### src/wp_consts.svh
`ifndef WP_CONSTS_SVH
`define WP_CONSTS_SVH

// core clock period and key auto-repeat period
`define CLK_NS 20
`define REPEAT_NS 200000

// register byte offsets
`define A_CTRL 6'h00
`define A_VAL 6'h04
`define A_CARE 6'h08
`define A_STAT 6'h0c
`define A_MASK 6'h10
`define A_EDIT 6'h14
`define A_VIEW 6'h18
`define A_MENU 6'h1c
`define A_HOLD 6'h20

// control fields
`define C_CLOCKLESS 0
`define C_FALLING 1
`define C_SRC_MAIN 2
`define C_SRC_DLY 3
`define C_ACQ 4
`define C_HEX 5

// status and mask fields
`define S_MATCH 0
`define S_FAULT 1
`define S_TRIG 2

// reset values
`define CTRL_RST 6'h00
`define VAL_RST 17'h00000
`define CARE_RST 17'h1ffff
`define MASK_RST 3'h0
`define HOLD_RST 16'h0000

// cursor position of the qualifier, the highest one
`define CUR_MAX 5'h10

`endif

### src/wp_pkg.sv
`default_nettype none

package wp_pkg;

   typedef struct packed {
      logic present;
      logic clk;
      logic qual;
      logic [15:0] data;
   } probe_s;

   typedef enum logic [2:0] {
      KEY_NONE,
      KEY_ONE,
      KEY_ZERO,
      KEY_X,
      KEY_LEFT,
      KEY_RIGHT
   } key_e;

   typedef struct packed {
      probe_s s1;
      probe_s s2;
      probe_s s3;
      probe_s stb;
      logic [5:0] ctrl;
      logic [16:0] val;
      logic [16:0] care;
      logic [2:0] status;
      logic [2:0] mask;
      logic [15:0] hold_len;
      logic [15:0] hold_cnt;
      logic [4:0] cur;
      logic dir;
      key_e key;
      logic [15:0] rep;
      logic last_m;
      logic waitreq;
      logic [31:0] rdata;
      logic match_o;
      logic main_o;
      logic dly_o;
      logic bell_o;
      logic irq_o;
   } core_s;

endpackage : wp_pkg

`default_nettype wire

### src/parallel_word_match_trigger.sv
`include "wp_consts.svh"
`default_nettype none

module parallel_word_match_trigger #(
   parameter logic [15:0] REPEAT_CYC = 16'(`REPEAT_NS / `CLK_NS)
) (
   input wire logic core_clk,
   input wire logic rst_n,
   input wire logic [5:0] avs_address,
   input wire logic avs_read,
   input wire logic avs_write,
   input wire logic [31:0] avs_writedata,
   input wire logic [3:0] avs_byteenable,
   output var logic [31:0] avs_readdata,
   output var logic avs_waitrequest,
   input wire wp_pkg::probe_s probe_input_port,
   output var logic match_pulse_output,
   output var logic main_trig,
   output var logic delayed_trig,
   output var logic warn_bell,
   output var logic irq
);
   import wp_pkg::*;

   core_s st;
   core_s nx;
   logic acc;
   logic m_now;
   logic edge_hit;
   logic do_act;
   logic flt;
   logic [2:0] clr;
   logic [16:0] in17;
   logic [31:0] tmp;
   key_e ak;

   function automatic logic match17(input logic [16:0] v, input logic [16:0] c, input logic [16:0] x);
      return &(~c | ~(v ^ x));
   endfunction : match17

   function automatic logic [4:0] step(input logic [4:0] p, input logic d);
      if (d) begin
         return (p == `CUR_MAX) ? 5'h00 : 5'(p + 5'h01);
      end
      return (p == 5'h00) ? `CUR_MAX : 5'(p - 5'h01);
   endfunction : step

   function automatic logic [31:0] merge(input logic [31:0] old, input logic [31:0] w, input logic [3:0] be);
      logic [31:0] r;
      r = old;
      for (int i = 0; i < 4; i++) begin
         if (be[i]) begin
            r[i*8 +: 8] = w[i*8 +: 8];
         end
      end
      return r;
   endfunction : merge

   // five bits per digit: bit 4 flags a digit with a don't-care bit
   function automatic logic [29:0] display_base_select_view(input logic [15:0] v, input logic [15:0] c, input logic hex);
      logic [29:0] r;
      int w;
      int k;
      r = '0;
      w = hex ? 4 : 3;
      for (int i = 0; i < 6; i++) begin
         for (int j = 0; j < 4; j++) begin
            k = i * w + j;
            if (j < w && k < 16) begin
               r[i*5+j] = v[k];
               if (!c[k]) begin
                  r[i*5+4] = 1'b1;
               end
            end
         end
      end
      return r;
   endfunction : display_base_select_view

   always_comb begin
      nx = st;
      flt = 1'b0;
      clr = 3'h0;
      tmp = 32'h0;
      do_act = 1'b0;
      ak = st.key;
      acc = (avs_read | avs_write) & ~st.waitreq;
      // one wait cycle, then a single answer cycle with waitrequest low
      nx.waitreq = ~((avs_read | avs_write) & st.waitreq);

      // three-stage sampling; a bit counts once stages two and three agree
      nx.s1 = probe_input_port;
      nx.s2 = st.s1;
      nx.s3 = st.s2;
      nx.stb = probe_s'((~(st.s2 ^ st.s3) & st.s3) | ((st.s2 ^ st.s3) & st.stb));

      in17 = {nx.stb.qual, nx.stb.data};
      m_now = match17(st.val, st.care, in17);
      edge_hit = (nx.stb.clk != st.stb.clk) & (nx.stb.clk ^ st.ctrl[`C_FALLING]);
      nx.last_m = m_now;
      if (st.ctrl[`C_CLOCKLESS]) begin
         nx.match_o = m_now & ~st.last_m;
      end else begin
         nx.match_o = edge_hit & m_now;
      end

      nx.main_o = 1'b0;
      nx.dly_o = 1'b0;
      if (st.hold_cnt != 16'h0000) begin
         nx.hold_cnt = 16'(st.hold_cnt - 16'h0001);
      end
      if (nx.match_o && st.hold_cnt == 16'h0000 && (st.ctrl[`C_SRC_MAIN] || st.ctrl[`C_SRC_DLY])) begin
         nx.main_o = st.ctrl[`C_SRC_MAIN];
         nx.dly_o = st.ctrl[`C_SRC_DLY];
         nx.hold_cnt = st.hold_len;
      end

      if (st.stb.present && !nx.stb.present && st.ctrl[`C_ACQ] && (st.ctrl[`C_SRC_MAIN] || st.ctrl[`C_SRC_DLY])) begin
         flt = 1'b1;
      end

      if (st.key != KEY_NONE) begin
         if (st.rep <= 16'h0001) begin
            do_act = 1'b1;
            nx.rep = REPEAT_CYC;
         end else begin
            nx.rep = 16'(st.rep - 16'h0001);
         end
      end

      if (acc && avs_write) begin
         unique case (avs_address)
            `A_CTRL: begin
               tmp = merge({26'h0, st.ctrl}, avs_writedata, avs_byteenable);
               if (!st.stb.present && (|(tmp[3:2] & ~st.ctrl[3:2]))) begin
                  flt = 1'b1;
                  tmp[3:2] = st.ctrl[3:2];
               end
               nx.ctrl = tmp[5:0];
            end
            `A_VAL: begin
               tmp = merge({15'h0, st.val}, avs_writedata, avs_byteenable);
               if (!st.stb.present) begin
                  flt = 1'b1;
               end else begin
                  nx.val = tmp[16:0];
               end
            end
            `A_CARE: begin
               tmp = merge({15'h0, st.care}, avs_writedata, avs_byteenable);
               if (!st.stb.present) begin
                  flt = 1'b1;
               end else begin
                  nx.care = tmp[16:0];
               end
            end
            `A_STAT: begin
               tmp = merge(32'h0, avs_writedata, avs_byteenable);
               clr = tmp[2:0];
            end
            `A_MASK: begin
               tmp = merge({29'h0, st.mask}, avs_writedata, avs_byteenable);
               nx.mask = tmp[2:0];
            end
            `A_EDIT: begin
               if (avs_byteenable[0]) begin
                  ak = (avs_writedata[2:0] > 3'(KEY_RIGHT)) ? KEY_NONE : key_e'(avs_writedata[2:0]);
                  nx.key = ak;
                  nx.rep = REPEAT_CYC;
                  do_act = (ak != KEY_NONE);
               end
            end
            `A_HOLD: begin
               tmp = merge({16'h0, st.hold_len}, avs_writedata, avs_byteenable);
               nx.hold_len = tmp[15:0];
            end
            default: begin
            end
         endcase
      end

      if (do_act) begin
         unique case (ak)
            KEY_LEFT: begin
               nx.dir = 1'b1;
               nx.cur = step(st.cur, 1'b1);
            end
            KEY_RIGHT: begin
               nx.dir = 1'b0;
               nx.cur = step(st.cur, 1'b0);
            end
            KEY_ONE, KEY_ZERO, KEY_X: begin
               if (!st.stb.present) begin
                  flt = 1'b1;
               end else begin
                  nx.val[st.cur] = (ak == KEY_ONE);
                  nx.care[st.cur] = (ak != KEY_X);
                  nx.cur = step(st.cur, st.dir);
               end
            end
            KEY_NONE: begin
            end
         endcase
      end

      // sticky status: a new event wins over a same-cycle clear
      nx.status = (st.status & ~clr) | {nx.main_o | nx.dly_o, flt, nx.match_o};
      nx.irq_o = |(nx.status & nx.mask);
      nx.bell_o = flt;

      if ((avs_read || avs_write) && st.waitreq) begin
         unique case (avs_address)
            `A_CTRL: nx.rdata = {26'h0, st.ctrl};
            `A_VAL: nx.rdata = {15'h0, st.val};
            `A_CARE: nx.rdata = {15'h0, st.care};
            `A_STAT: nx.rdata = {29'h0, st.status};
            `A_MASK: nx.rdata = {29'h0, st.mask};
            `A_EDIT: nx.rdata = {13'h0, 3'(st.key), 7'h0, st.dir, 3'h0, st.cur};
            `A_VIEW: nx.rdata = {st.ctrl[`C_HEX], 1'b0, display_base_select_view(st.val[15:0], st.care[15:0], st.ctrl[`C_HEX])};
            `A_MENU: nx.rdata = {29'h0, st.stb.present, st.ctrl[`C_SRC_DLY], st.ctrl[`C_SRC_MAIN]};
            `A_HOLD: nx.rdata = {16'h0, st.hold_len};
            default: nx.rdata = 32'h0;
         endcase
      end
   end

   always_ff @(posedge core_clk or negedge rst_n) begin
      if (!rst_n) begin
         st <= '0;
         st.waitreq <= 1'b1;
         st.ctrl <= `CTRL_RST;
         st.val <= `VAL_RST;
         st.care <= `CARE_RST;
         st.mask <= `MASK_RST;
         st.hold_len <= `HOLD_RST;
      end else begin
         st <= nx;
      end
   end

   assign match_pulse_output = st.match_o;
   assign main_trig = st.main_o;
   assign delayed_trig = st.dly_o;
   assign warn_bell = st.bell_o;
   assign irq = st.irq_o;
   assign avs_readdata = st.rdata;
   assign avs_waitrequest = st.waitreq;
endmodule : parallel_word_match_trigger

`default_nettype wire

### config.mk
export PLATFORM = sky130hd
export DESIGN_NAME = parallel_word_match_trigger
export DESIGN_NICKNAME = d
export VERILOG_FILES = /design/src/wp_pkg.sv /design/src/parallel_word_match_trigger.sv
export VERILOG_INCLUDE_DIRS = /design/src
export SDC_FILE = /design/constraint.sdc
export NUM_CORES = 1
export LEC_CHECK = 0
export BUFFER_PORTS_ARGS = -buffer_cell sky130_fd_sc_hd__buf_2
export CAP_MARGIN = 0
export CORE_AREA = 10 10 160 162
export CTS_CLUSTER_SIZE = 30
export DETAILED_ROUTE_END_ITERATION = 12
export DIE_AREA = 0 0 170 172
export PLACE_DENSITY = 0.65
export SYNTH_ARGS = -nofsm -noshare
export SYNTH_HDL_FRONTEND = slang
export SYNTH_SLANG_ARGS = --single-unit
### constraint.sdc
create_clock -name core_clk -period 3.3 [get_ports core_clk]
set_clock_uncertainty 0.15 [all_clocks]
set_input_delay 0.495 -clock core_clk [delete_from_list [all_inputs] [get_ports core_clk]]
set_output_delay 0.495 -clock core_clk [all_outputs]
set_load 0.01 [all_outputs]
==> run_results.csv <==
group,metric,value,unit
run_status,outcome,"finished, final reports clean",
yosys,ys_seq_area_frac,0.542,
floorplan,die_w,170,microns
clocking,clkTransAtPathRegs,0.06,ns
route,drt-initial-drc-count,682,
floorplan,die-area,29200,sq um
floorplan,fp.coreArea,22400,sq um
timing,finalMaxSlewViolations,0,
global_routing,grt_pass1_wl,39600,microns
yosys,synth-main-ff-cell,"dfrtp_1",
worst_setup_path,crit_fanout,19,
timing,tightestPinTransition,0.708,ns
timing,fin_crit_sh,0.876,
worst_setup_path,critPathLaunch,"nx[166]",
clocking,clkLatencyLatePin,0.52,ns
route,wl_per_cell,19.3,microns
clocking,postCtsSetupBuffers,0,
global_routing,antenna_found_initial,0,
pwr,powerDensity,556,nW/um^2
hold_path,worstHoldStart,"avs_writedata[9]",
route,post-route-drc-count,0,
global_routing,grt_use_total,0.169,
yosys,ys_async_sr_fraction,1.00,
floorplan,ios,103,
clocking,clock-sinks,213,
route,antenna_left,0,
pwr,vdd_drop_max,0.000359,V
hold_path,worstHoldPathType,"input port to register",
floorplan,die_h,172,microns
route,via_per_inst,5.55,
clocking,numCtsBuffers,24,
flow_run,maxCapViolations,0,
timing,rsz0062_at_grt,"false",
placed_design,placedCellCount,1216,
timing,layout_setup_ws,0.408,ns
floorplan,num_rows,55,
yosys,synthDistinctLibCells,63,
global_routing,grt-ovfl-total,0,
floorplan,initial_core_util,0.441,
worst_setup_path,cp-end-kind,"register",
clocking,max-clock-path-buffers,3,
timing,period_minus_slack,2.89,ns
worst_setup_path,cp_data_required_time,3.60,ns
cells_and_area,area_delta_synth_final,17.3,%
placed_design,gp_congestion,0.908,
placed_design,dp_hpwl,18000,microns
route,num_vias,7094,
timing,max_freq,346,MHz
cells_and_area,design_area,11600,sq um
route,drtPass1Iterations,5,
cells_and_area,final_common_cell,"dfrtp_1",
worst_setup_path,startpoint_type,"register",
worst_setup_path,critPathArrivalTime,3.19,ns
cells_and_area,layout_common_cells,"195 x dfrtp_1, 86 x nand2_1, 80 x buf_2, 51 x mux2i_1, 48 x nor2_1",
pwr,power.leakage,5.28,nW
timing,setup_violations,0,
yosys,yosysWarnings,0,
placed_design,io_buffer_count,81,
clocking,cts_root_buffer,"clkbuf_16",
placed_design,post-place-ws,-0.0292,ns
clocking,cts_max_level,1,
clocking,cts_tree,"built",
yosys,yosys_register_bits,213,
timing,finalHoldViolCount,0,
timing,slew_headroom,0.525,
yosys,syn_avg_cell_area,11.2,sq um
cells_and_area,n_antenna_cell,0,
cells_and_area,final_nets,1049,
yosys,netlist_instances,883,
yosys,netlist_area,9870,sq um
cells_and_area,drive_gt1_frac,0.217,
global_routing,grt_max_degree,81,
placed_design,postPlaceCellArea,10600,sq um
worst_setup_path,path_class,"register to register",
yosys,synth_edf_count,0,
cells_and_area,final_cells,1279,
route,routed_wl,24700,microns
worst_setup_path,reg2reg_from,"nx[166]",
global_routing,grt_pass1_vias,7157,
==> power breakdown <==
group / switching, W / internal (W)
registers: 0.000216 / 0.00286
logic: 0.000391 / 0.000324
clock network: 0.00102 / 0.00163
total: 0.00163 / 0.00481
==> layer usage <==
layer  wire length (microns)  vias to the layer above  share of wire  track usage
li1                        -                     3360              -            -
met1                   10900                     3485           0.44        0.228
met2                   11500                      202           0.47        0.271
met3                    1420                       47          0.057       0.0278
met4                     825                        0          0.033       0.0610
met5                       0                        -              0            0
==> stage by stage <==
step                power, W   util  hold slack (ns)  TNS, ns
CTS                  0.00651  0.517            0.114        0
global placement     0.00379  0.473            0.183        0
detailed placement   0.00381  0.473            0.185  -0.0292
finish               0.00644  0.517            0.131        0
floorplan            0.00354      -           0.0494        0
global route         0.00674  0.517            0.118        0
==> synthesized netlist by cell type, drive strengths merged (12+ instances only) <==
| cell | count | share of area |
|---|---|---|
| dfstp | 18 | 0.048 |
| inv | 18 | 0.0068 |
| nand3 | 26 | 0.013 |
| nor4 | 15 | 0.010 |
| or3 | 12 | 0.0081 |
| dfrtp | 195 | 0.49 |
| nor2b | 22 | 0.014 |
| nor3 | 24 | 0.013 |
| buf | 38 | 0.027 |
| a222oi | 14 | 0.014 |
| xor2 | 19 | 0.017 |
| nand2 | 86 | 0.033 |
| mux2i | 51 | 0.052 |
| xnor2 | 19 | 0.017 |
| clkbuf | 30 | 0.011 |
| a22o | 29 | 0.026 |
| maj3 | 19 | 0.019 |
| a21oi | 34 | 0.019 |
| mux2 | 37 | 0.042 |
| a211oi | 20 | 0.015 |
| o21ai | 23 | 0.012 |
| nor2 | 48 | 0.018 |
==> layout make-up <==
type	instances	area, sq um
fillers	1961	10800
flip-flops and latches	213	5350
multi-input cells	588	4120
repair buffers	132	886
clock buffers	37	711
well taps	285	357
clock inverters	6	83.8
inverters	18	67.6
==> state kept, by name, summed over array words and instances (netlist names) <==
name                count
nx                     38
match_pulse_output      1
avs_waitrequest         1
st                    142
delayed_trig            1
irq                     1
avs_readdata           27
warn_bell               1
main_trig               1
==> critical path: stages (launching register included) <==
cell and delay (ns):
dfrtp_1 0.39, maj3_1 0.43, xor2_1 0.17, a2111oi_0 0.43, nand4_1 0.36, nor4_4 0.35, buf_12 0.19, a22o_1 0.21
a211o_1 0.14
==> final timing paths <==
path | to | slack, ns | depth (start not counted)
max | irq | 0.41 | 8
min | st[89] | 0.13 | 2
max reg2reg | irq | 0.41 | 8
min reg2reg | nx[163] | 0.20 | 0
max in group asynchronous | avs_waitrequest | 1.75 | 3
min in group asynchronous | nx[187] | 0.41 | 2
==> timing repair <==
item                                    CTS  global route
hold buffers                             20             0
resized for setup                         0             0
hold endpoints to repair                 94             0
endpoints found under the setup margin    0             0
==> cells by family (layout without fill, tap and decap cells) <==
group,Yosys count,after routing,share of synthesized area
and+or+nand+nor,272,272,0.138
DFF,213,213,0.542
AOI/OAI and AO/OA,159,159,0.118
muxes,88,88,0.0939
buffers and inverters,86,193,0.0453
xor gates and xnor gates,38,38,0.0337
adders and majority gates,26,26,0.0281
other,1,5,0.000380
No activity file was read; power rests on OpenSTA's default activity.
